[src/rtl/qdcc_pkg.sv]
// constants and types shared by the quad converter config/control block
package qdcc_pkg;

	// register byte offsets on the local bus
	localparam logic [7:0] OFS_CONFIG = 8'h00;
	localparam logic [7:0] OFS_CONTROL = 8'h20;

	// configuration register field positions
	localparam int CFG_RANGE_A_LSB = 0;
	localparam int CFG_RANGE_B_LSB = 3;
	localparam int CFG_RANGE_C_LSB = 6;
	localparam int CFG_RANGE_D_LSB = 9;
	localparam int CFG_CLEAR_DEFAULT_SELECT_BIT = 13;
	localparam int CFG_CLAMP_BIT = 14;
	localparam int CFG_THERM_BIT = 15;
	localparam int CFG_PWRUP_LSB = 16;

	// control register field positions
	localparam int CTL_MODE_LSB = 0;
	localparam int CTL_LOAD_IRQ_BIT = 3;
	localparam int CTL_ALERT_IRQ_BIT = 4;
	localparam int CTL_SEQ_IRQ_BIT = 5;
	localparam int CTL_ASR_BIT = 7;
	localparam int CTL_GLM_BIT = 8;
	localparam int CTL_RDREQ_BIT = 9;

	// output range codes
	localparam logic [2:0] RANGE_UNI_5V = 3'h0;
	localparam logic [2:0] RANGE_UNI_10V = 3'h1;
	localparam logic [2:0] RANGE_UNI_10V8 = 3'h2;
	localparam logic [2:0] RANGE_BIP_5V = 3'h3;
	localparam logic [2:0] RANGE_BIP_10V = 3'h4;
	localparam logic [2:0] RANGE_BIP_10V8 = 3'h5;

	// converter modes
	localparam logic [2:0] MODE_INSTANT = 3'h0;
	localparam logic [2:0] MODE_MANUAL = 3'h1;
	localparam logic [2:0] MODE_TIMER = 3'h3;

	// reset values
	localparam logic [2:0] RANGE_RST = 3'h0;
	localparam logic CLAMP_RST = 1'b1;

	// status read delay after a timer-mode update
	localparam int CLK_PERIOD_NS = 50;
	localparam int AUTO_RD_DELAY_NS = 10000;
	localparam int AUTO_RD_DELAY_CYC = AUTO_RD_DELAY_NS / CLK_PERIOD_NS;

	// configuration register image
	typedef struct packed {
		logic [3:0] pwrup;	// channel power-up d..a
		logic therm_ena;	// thermal shutdown enable
		logic clamp_ena;	// current clamp enable
		logic clear_default_select;	// clear default select
		logic [2:0] range_d;	// channel d output range
		logic [2:0] range_c;	// channel c output range
		logic [2:0] range_b;	// channel b output range
		logic [2:0] range_a;	// channel a output range
	} qdcc_cfg_t;

	// control register image (request bit is never stored)
	typedef struct packed {
		logic global_load_enable;
		logic auto_status_read_enable;
		logic sequencer_irq_enable;
		logic alert_irq_enable;
		logic load_irq_enable;
		logic [2:0] mode;
	} qdcc_ctl_t;

	// interrupt sources of one converter
	typedef struct packed {
		logic seq;
		logic alert;
		logic load;
	} qdcc_irq_t;

endpackage

[src/rtl/qdcc_delay.sv]
// one-shot delay: pulses once a fixed number of cycles after a start pulse
`timescale 1ns/100ps
module qdcc_delay import qdcc_pkg::*; #(
	parameter int DELAY_CYC = AUTO_RD_DELAY_CYC
) (
	input wire logic clk_sys,	// system clock
	input wire logic rstn,	// async reset, active low
	input wire logic start,	// begin (or restart) the delay
	input wire logic cancel,	// abandon a running delay
	output logic fire_ff	// one-cycle pulse at expiry
);

	localparam int CW = $clog2(DELAY_CYC + 1);

	// refuse a delay that the countdown cannot serve
	if (DELAY_CYC < 1) begin : g_bad_delay
		$error("qdcc_delay: DELAY_CYC must be at least 1");
	end

	logic [CW-1:0] cnt_ff;
	logic run_ff;

	////////////////////////////////////////////////////////////////////////
	// countdown; a restart rearms so only one pulse comes per start
	always_ff @(posedge clk_sys or negedge rstn) begin
		if (!rstn) begin
			cnt_ff <= '0;
			run_ff <= 1'b0;
			fire_ff <= 1'b0;
		end else begin
			fire_ff <= 1'b0;
			if (start) begin
				cnt_ff <= CW'(DELAY_CYC - 1);
				run_ff <= 1'b1;
			end else if (cancel) begin
				run_ff <= 1'b0;
			end else if (run_ff) begin
				if (cnt_ff == '0) begin
					run_ff <= 1'b0;
					fire_ff <= 1'b1;
				end else begin
					cnt_ff <= cnt_ff - 1'b1;
				end
			end
		end
	end

endmodule

[src/rtl/qdcc_regs.sv]
// configuration and control registers of one quad converter
//
// What this block does
// bit 13 picks the clear default level
// software writes zero to reserved bits
// four 3-bit range fields, reset 000
// range codes 000..101, rest reserved
// status request write-only, instant/manual only
// request logs pending, clears valid flag
// request self-clears; read may wait, kept
// global load: update with all global converters
// standalone: update when own data done
// auto status reads paced by timer
// timer mode: one read ~10us after update
// sequencer interrupt gated by its enable
// alert interrupt gated by its enable
// load interrupt gated by its enable
// config writes while busy are discarded
// mode codes; instant updates per transfer
// valid set after first status read
// enables gate sources, other bits untouched
`timescale 1ns/100ps
module qdcc_regs import qdcc_pkg::*; #(
	parameter int DELAY_CYC = AUTO_RD_DELAY_CYC
) (
	input wire logic clk_sys,	// system clock, 20 MHz
	input wire logic rstn,	// async reset, active low
	input wire logic lb_cs,	// local bus select
	input wire logic lb_wr,	// write strobe
	input wire logic lb_rd,	// read strobe
	input wire logic [7:0] lb_addr,	// byte address
	input wire logic [31:0] lb_wdata,	// write data
	output logic [31:0] lb_rdata_ff,	// read data
	output logic lb_ack_ff,	// access done pulse
	input wire logic conv_ops_busy,	// converter link busy with other work
	input wire logic stat_rd_done,	// status read finished pulse
	input wire logic chan_xfer_done,	// one channel transferred pulse
	input wire logic own_xfer_done,	// all data sent to this converter
	input wire logic glob_xfer_done,	// all data sent to global converters
	input wire logic seq_update,	// sequencer timer update pulse
	input wire logic auto_tmr_tick,	// auto status timer tick
	input qdcc_irq_t irq_src,	// raw interrupt events
	output qdcc_cfg_t cfg_ff,	// stored configuration
	output logic cfg_start_ff,	// start config transfer pulse
	output logic stat_rd_start_ff,	// start status read pulse
	output logic update_ff,	// output update pulse
	output logic busy_ff,	// configuration in progress
	output logic status_valid_flag_ff,	// status register valid
	output qdcc_irq_t irq_ff,	// gated interrupt pulses
	output logic [2:0] mode_ff,	// converter mode
	output logic global_load_enable_ff	// joins global update
);

	typedef enum logic [1:0] {
		ST_IDLE = 2'b01,
		ST_READ = 2'b10
	} qdcc_rd_st_t;

	qdcc_ctl_t ctl_ff;
	qdcc_rd_st_t rd_st_ff;
	qdcc_rd_st_t nxt_rd_st;
	logic req_pend_ff;
	logic rd_is_cfg_ff;
	logic cfg_pend_ff;
	logic cfg_go;
	logic wr_cfg;
	logic wr_ctl;
	logic rd_req_wr;
	logic inst_or_man;
	logic auto_fire;
	logic launch;

	// true when this mode honours manual status requests
	function automatic logic mode_im(input logic [2:0] m);
		return (m == MODE_INSTANT) || (m == MODE_MANUAL);
	endfunction

	////////////////////////////////////////////////////////////////////////
	// address decode; the bus always moves whole words
	assign wr_cfg = lb_cs && lb_wr && (lb_addr == OFS_CONFIG);
	assign wr_ctl = lb_cs && lb_wr && (lb_addr == OFS_CONTROL);
	assign inst_or_man = mode_im(ctl_ff.mode);
	assign rd_req_wr = wr_ctl && lb_wdata[CTL_RDREQ_BIT] && inst_or_man;

	// a configuration accepted while a requested read is in flight waits for
	// the shared read sequencer, otherwise its closing read would be lost
	assign cfg_go = ((wr_cfg && !busy_ff) || cfg_pend_ff) && (rd_st_ff == ST_IDLE);

	////////////////////////////////////////////////////////////////////////
	// configuration register; a write while busy is dropped
	always_ff @(posedge clk_sys or negedge rstn) begin
		if (!rstn) begin
			cfg_ff.pwrup <= 4'h0;
			cfg_ff.therm_ena <= 1'b0;
			cfg_ff.clamp_ena <= CLAMP_RST;
			cfg_ff.clear_default_select <= 1'b0;
			cfg_ff.range_d <= RANGE_RST;
			cfg_ff.range_c <= RANGE_RST;
			cfg_ff.range_b <= RANGE_RST;
			cfg_ff.range_a <= RANGE_RST;
		end else if (wr_cfg && !busy_ff) begin
			cfg_ff.pwrup <= lb_wdata[CFG_PWRUP_LSB +: 4];
			cfg_ff.therm_ena <= lb_wdata[CFG_THERM_BIT];
			cfg_ff.clamp_ena <= lb_wdata[CFG_CLAMP_BIT];
			cfg_ff.clear_default_select <= lb_wdata[CFG_CLEAR_DEFAULT_SELECT_BIT];
			cfg_ff.range_d <= lb_wdata[CFG_RANGE_D_LSB +: 3];
			cfg_ff.range_c <= lb_wdata[CFG_RANGE_C_LSB +: 3];
			cfg_ff.range_b <= lb_wdata[CFG_RANGE_B_LSB +: 3];
			cfg_ff.range_a <= lb_wdata[CFG_RANGE_A_LSB +: 3];
		end
	end

	////////////////////////////////////////////////////////////////////////
	// control register; bit 9, bit 6 and the high bits are not stored
	always_ff @(posedge clk_sys or negedge rstn) begin
		if (!rstn) begin
			ctl_ff <= '0;
		end else if (wr_ctl) begin
			ctl_ff.global_load_enable <= lb_wdata[CTL_GLM_BIT];
			ctl_ff.auto_status_read_enable <= lb_wdata[CTL_ASR_BIT];
			ctl_ff.sequencer_irq_enable <= lb_wdata[CTL_SEQ_IRQ_BIT];
			ctl_ff.alert_irq_enable <= lb_wdata[CTL_ALERT_IRQ_BIT];
			ctl_ff.load_irq_enable <= lb_wdata[CTL_LOAD_IRQ_BIT];
			ctl_ff.mode <= lb_wdata[CTL_MODE_LSB +: 3];
		end
	end

	// mode and global-load flag go out for the channel data paths
	always_ff @(posedge clk_sys or negedge rstn) begin
		if (!rstn) begin
			mode_ff <= MODE_INSTANT;
			global_load_enable_ff <= 1'b0;
		end else begin
			mode_ff <= ctl_ff.mode;
			global_load_enable_ff <= ctl_ff.global_load_enable;
		end
	end

	////////////////////////////////////////////////////////////////////////
	// bus answer; reserved bits and unmapped reads return zero,
	// the request bit always reads as zero because it is never stored
	always_ff @(posedge clk_sys or negedge rstn) begin
		if (!rstn) begin
			lb_rdata_ff <= 32'h0;
			lb_ack_ff <= 1'b0;
		end else begin
			lb_ack_ff <= lb_cs && (lb_wr || lb_rd);
			lb_rdata_ff <= 32'h0;
			if (lb_cs && lb_rd) begin
				if (lb_addr == OFS_CONFIG) begin
					lb_rdata_ff[CFG_PWRUP_LSB +: 4] <= cfg_ff.pwrup;
					lb_rdata_ff[CFG_THERM_BIT] <= cfg_ff.therm_ena;
					lb_rdata_ff[CFG_CLAMP_BIT] <= cfg_ff.clamp_ena;
					lb_rdata_ff[CFG_CLEAR_DEFAULT_SELECT_BIT] <= cfg_ff.clear_default_select;
					lb_rdata_ff[CFG_RANGE_D_LSB +: 3] <= cfg_ff.range_d;
					lb_rdata_ff[CFG_RANGE_C_LSB +: 3] <= cfg_ff.range_c;
					lb_rdata_ff[CFG_RANGE_B_LSB +: 3] <= cfg_ff.range_b;
					lb_rdata_ff[CFG_RANGE_A_LSB +: 3] <= cfg_ff.range_a;
				end else if (lb_addr == OFS_CONTROL) begin
					lb_rdata_ff[CTL_GLM_BIT] <= ctl_ff.global_load_enable;
					lb_rdata_ff[CTL_ASR_BIT] <= ctl_ff.auto_status_read_enable;
					lb_rdata_ff[CTL_SEQ_IRQ_BIT] <= ctl_ff.sequencer_irq_enable;
					lb_rdata_ff[CTL_ALERT_IRQ_BIT] <= ctl_ff.alert_irq_enable;
					lb_rdata_ff[CTL_LOAD_IRQ_BIT] <= ctl_ff.load_irq_enable;
					lb_rdata_ff[CTL_MODE_LSB +: 3] <= ctl_ff.mode;
				end
			end
		end
	end

	////////////////////////////////////////////////////////////////////////
	// configuration start and busy; busy covers the status read that
	// every configuration sequence ends with
	always_ff @(posedge clk_sys or negedge rstn) begin
		if (!rstn) begin
			cfg_start_ff <= 1'b0;
			cfg_pend_ff <= 1'b0;
			busy_ff <= 1'b0;
		end else begin
			cfg_start_ff <= cfg_go;
			if (wr_cfg && !busy_ff && rd_st_ff != ST_IDLE)
				cfg_pend_ff <= 1'b1;
			else if (rd_st_ff == ST_IDLE)
				cfg_pend_ff <= 1'b0;
			if (wr_cfg && !busy_ff)
				busy_ff <= 1'b1;
			else if (rd_st_ff == ST_READ && rd_is_cfg_ff && stat_rd_done)
				busy_ff <= 1'b0;
		end
	end

	////////////////////////////////////////////////////////////////////////
	// output update timing per mode
	always_ff @(posedge clk_sys or negedge rstn) begin
		if (!rstn) begin
			update_ff <= 1'b0;
		end else begin
			unique case (ctl_ff.mode)
				MODE_INSTANT: update_ff <= chan_xfer_done;
				MODE_MANUAL: begin
					if (ctl_ff.global_load_enable)
						update_ff <= glob_xfer_done;
					else
						update_ff <= own_xfer_done;
				end
				MODE_TIMER: update_ff <= seq_update;
				default: update_ff <= 1'b0;	// reserved codes never update
			endcase
		end
	end

	////////////////////////////////////////////////////////////////////////
	// timer mode: one status read a fixed time after each update; a new
	// update restarts the wait, so a sequence never yields two reads
	qdcc_delay #(
		.DELAY_CYC(DELAY_CYC)
	) u_delay (
		.clk_sys(clk_sys),
		.rstn(rstn),
		.start(update_ff && (ctl_ff.mode == MODE_TIMER)
			&& ctl_ff.auto_status_read_enable),
		.cancel(!ctl_ff.auto_status_read_enable
			|| (ctl_ff.mode != MODE_TIMER)),
		.fire_ff(auto_fire)
	);

	////////////////////////////////////////////////////////////////////////
	// pending status read; held until the link is free so no request
	// is lost, a request already pending simply merges
	// a configuration write takes the sequencer first; the request just waits
	assign launch = req_pend_ff && (rd_st_ff == ST_IDLE) && !conv_ops_busy
		&& !busy_ff && !wr_cfg;

	always_ff @(posedge clk_sys or negedge rstn) begin
		if (!rstn) begin
			req_pend_ff <= 1'b0;
		end else begin
			if (rd_req_wr)
				req_pend_ff <= 1'b1;
			else if (ctl_ff.auto_status_read_enable && inst_or_man && auto_tmr_tick)
				req_pend_ff <= 1'b1;
			else if (auto_fire)
				req_pend_ff <= 1'b1;
			else if (launch)
				req_pend_ff <= 1'b0;
		end
	end

	////////////////////////////////////////////////////////////////////////
	// status read sequencer; config reads and requested reads share it
	always_comb begin
		nxt_rd_st = rd_st_ff;
		unique case (rd_st_ff)
			ST_IDLE: begin
				if (launch || cfg_start_ff)
					nxt_rd_st = ST_READ;
			end
			ST_READ: begin
				if (stat_rd_done)
					nxt_rd_st = ST_IDLE;
			end
			default: nxt_rd_st = ST_IDLE;
		endcase
	end

	always_ff @(posedge clk_sys or negedge rstn) begin
		if (!rstn) begin
			rd_st_ff <= ST_IDLE;
		end else begin
			rd_st_ff <= nxt_rd_st;
		end
	end

	// remember whether the read in flight belongs to a configuration
	always_ff @(posedge clk_sys or negedge rstn) begin
		if (!rstn) begin
			rd_is_cfg_ff <= 1'b0;
			stat_rd_start_ff <= 1'b0;
		end else begin
			stat_rd_start_ff <= launch;
			if (rd_st_ff == ST_IDLE && cfg_start_ff)
				rd_is_cfg_ff <= 1'b1;
			else if (rd_st_ff == ST_IDLE && launch)
				rd_is_cfg_ff <= 1'b0;
		end
	end

	////////////////////////////////////////////////////////////////////////
	// status valid: set by any finished read, cleared by a new request;
	// a finish in the same cycle as a request wins
	always_ff @(posedge clk_sys or negedge rstn) begin
		if (!rstn) begin
			status_valid_flag_ff <= 1'b0;
		end else begin
			if (rd_st_ff == ST_READ && stat_rd_done)
				status_valid_flag_ff <= 1'b1;
			else if (rd_req_wr)
				status_valid_flag_ff <= 1'b0;
		end
	end

	////////////////////////////////////////////////////////////////////////
	// interrupt gating; each source passes only with its own enable
	always_ff @(posedge clk_sys or negedge rstn) begin
		if (!rstn) begin
			irq_ff <= '0;
		end else begin
			irq_ff.seq <= irq_src.seq && ctl_ff.sequencer_irq_enable;
			irq_ff.alert <= irq_src.alert && ctl_ff.alert_irq_enable;
			irq_ff.load <= irq_src.load && ctl_ff.load_irq_enable;
		end
	end

endmodule

[config.mk]
export PLATFORM = sky130hd
export DESIGN_NAME = qdcc_regs
export DESIGN_NICKNAME = d
export VERILOG_FILES = /design/src/rtl/qdcc_pkg.sv /design/src/rtl/qdcc_delay.sv /design/src/rtl/qdcc_regs.sv
export SDC_FILE = /design/constraint.sdc
export NUM_CORES = 1
export LEC_CHECK = 0
export BUFFER_PORTS_ARGS = -buffer_cell sky130_fd_sc_hd__buf_2
export CAP_MARGIN = 20
export CORE_AREA = 2 2 127 67
export DETAILED_ROUTE_END_ITERATION = 8
export DIE_AREA = 0 0 129 69
export PLACE_DENSITY = 0.67
export SYNTH_ARGS = -nofsm -noshare
export SYNTH_HDL_FRONTEND = slang
export SYNTH_SLANG_ARGS = --single-unit
[constraint.sdc]
create_clock -name clk_sys -period 2.4 [get_ports clk_sys]
set_input_delay 0.6 -clock clk_sys [delete_from_list [all_inputs] [get_ports clk_sys]]
set_output_delay 0.6 -clock clk_sys [all_outputs]
set_load 0.02 [all_outputs]
==> run metrics <==
Post-DP HPWL 5050 um; Site Rows 23; Via density 4.654; root buf cell clkbuf_16; Syn Inst Count 241; max_cap viols 0; GR Util All Layers 15.91%; die area 8901 um^2; Critical Path, Cell by Cell buf_2 -> nor4_1 -> nand2_1 -> or3_1 -> buf_4 -> mux2_4; critical path class input pin to flip-flop; GRT overflow 0; Max-slew headroom 62.25%; fmax 0.5167 GHz; Worst path top cell family by delay simple AND/OR/NAND/NOR gates; CTS Sinks 74; post-CTS setup buffers 0; Core Region 7799 um^2; syn avg cell area 12.74 um^2; H-tree depth 3; min cycle time layout 1.935 ns; Crit path buffers/inverters 2; ys async rst share 100.0%; die height 69 um; EDFF count, synth 0; area grow syn2layout 28.50%; routability cong. 0.8187; Clk Latency, worst-skew pair 0.33 ns; Slowest-stage cell, CP or3_1; initial antenna violation count 0; cts hold-fix bufs 0; slew of the pin with the lowest slew margin 0.5647 ns; routed vias 2136; DRC 0; Iteration-0 DRC Markers 68; crit path DAT 2.15 ns; Post-Syn Area 3069 um^2; Worst Hold Slack 0.2281 ns; unrepaired setup endpoints after global routing false; flop and latch count out of synthesis 74; setup tns final 0 ns; Peak VDD IR 0.2998 mV; crit-path max FO 14; Slew Limit Fails 0; Ports 119; Max clock buf depth 2; nets@finish 399; First-pass DRT Iterations 4; Critical Path RT 2.61 ns; layout cell share with drive strength beyond 1 41.50%; PwrDens 747.1 nW/um^2; sequential area share after synthesis 60.42%; Avg WL per Cell 14.69 um; final worst path period share 80.64%; # fillers 712; post-cts gate resize count 0; max incr delay on CP 0.40 ns; Post-Route WL 6743 um; clk_skew 0.004980 ns; TritonCTS Buffers 9; number of global-route vias before repair 2059; Starting Density 39.36%; Port Buffers 92; Unique masters post-synth 40; Yosys Warn Count 0; final count of negative-setup-slack endpoints 0; Most used DFF post-synth dfrtp_1; first-pass GRT wire length 10620 um; largest net degree at the start of global routing 40; leakage power 2.211 nW; Antenna Nets Post-Route 0; Worst Hold Class input pin to asynchronous set/reset pin; TritonCTS clock tree built; Critical Path Source Type input pin; crit end category flip-flop; diode count 0; final hold violations 0; clock-pin slew on the worst setup and hold paths 0.05 ns; DIE WIDTH 129 um; status finished, final reports clean
## cells in the mapped netlist, types with 4 or more instances
| cell | n | area share, % |
|---|---|---|
| dfrtp_1 | 72 | 59 |
| mux2_2 | 10 | 3.7 |
| a21oi_1 | 4 | 0.65 |
| o21ai_0 | 8 | 1.3 |
| or3_1 | 5 | 1.0 |
| and2_1 | 18 | 3.7 |
| mux2_4 | 17 | 8.3 |
| a22oi_1 | 10 | 2.4 |
| buf_4 | 13 | 3.2 |
| inv_1 | 6 | 0.73 |
| nor2_1 | 20 | 2.4 |
| nand2_1 | 14 | 1.7 |
## metal layers
| metal | vias up | GRT usage, % | wire length [um] |
|---|---|---|---|
| li1 | 1027 | - | - |
| met1 | 1024 | 22.66 | 3388 |
| met2 | 76 | 21.93 | 2793 |
| met3 | 9 | 6.599 | 469 |
| met4 | 0 | 5.072 | 93 |
| met5 | - | 0 | 0 |
## metrics by stage
step	area (um^2)	utilization, %	std cells	total power, W	setup slack [ns]
global route	3944	50.57	459	0.003066	0.3231
floorplan	3114	-	253	0.001453	0.3585
CTS	3944	50.57	459	0.002992	0.4947
finish	3944	50.57	459	0.002946	0.4647
detailed placement	3623	46.46	443	0.001547	0.1601
global placement	3623	46.46	443	0.001539	0.1567
## final timing paths
kind                       slack [ns]         startpoint  depth (start not counted)           endpoint
max                              0.46         lb_addr[1]                          6         cfg_ff[16]
min                              0.23               rstn                          1   stat_rd_start_ff
max reg2reg                      0.49  u_delay.cnt_ff[0]                          6  u_delay.cnt_ff[6]
min reg2reg                      0.43    u_delay.fire_ff                          1        req_pend_ff
max in group asynchronous        1.60               rstn                          2            busy_ff
min in group clk_sys             0.43    u_delay.fire_ff                          1        req_pend_ff
## worst register-to-register path, cell delays in order (launching register included)
cell and delay [ns]:
dfrtp_1 0.39, inv_1 0.12, ha_1 0.17, or4b_1 0.48, o211a_1 0.28, a311oi_1 0.28
a31oi_1 0.07
## state kept, by name, indices dropped and copies added, names as in the netlist, 2 cells and up
| name | cells |
|---|---|
| cfg_ff | 19 |
| lb_rdata_ff | 19 |
| ctl_ff | 8 |
| u_delay.cnt_ff | 8 |
| irq_ff | 3 |
| mode_ff | 3 |
| rd_st_ff | 2 |
## logic make-up after synthesis
kind of cell / Yosys count / synth area share, %
AO/OA/AOI/OAI: 34 / 7.419
adder cells (fa/ha/maj): 2 / 0.8152
buffers and inverters: 27 / 5.503
flip-flops: 74 / 60.42
multiplexers: 28 / 12.31
other: 1 / 0.1222
AND/OR/NAND/NOR: 75 / 13.41
## power by group
part	internal, W	total [W]	switching, W
Combinational	0.0000779	0.000202	0.000124
Sequential	0.00129	0.00132	0.0000264
Clock	0.000934	0.00142	0.000491
## cell usage in the layout, fill, tap and decap left out, types with 3 or more instances in the layout
cell type | synthesis | routed
a21oi_1 | 4 | 4
a22oi_1 | 10 | 10
and2_1 | 18 | 18
and3_1 | 3 | 3
buf_2 | 3 | 91
buf_4 | 13 | 8
clkbuf_16 | 0 | 9
conb_1 | 1 | 13
dfrtp_1 | 72 | 72
inv_1 | 6 | 6
mux2_2 | 10 | 10
mux2_4 | 17 | 17
nand2_1 | 14 | 14
nor2_1 | 20 | 20
o21ai_0 | 8 | 8
or3_1 | 5 | 5
## area by class of cell
type / count / area (um^2) / share of cell area (%)
multi-input combinational: 152 / 1091 / 27.67
tap: 112 / 140.1 / 3.553
clock inverter: 5 / 77.57 / 1.967
sequential: 74 / 1854 / 47.02
inverter: 6 / 22.52 / 0.5711
timing repair buffer: 99 / 515.5 / 13.07
clock buffer: 11 / 242.7 / 6.155
No activity file was read; power rests on OpenSTA's default activity.
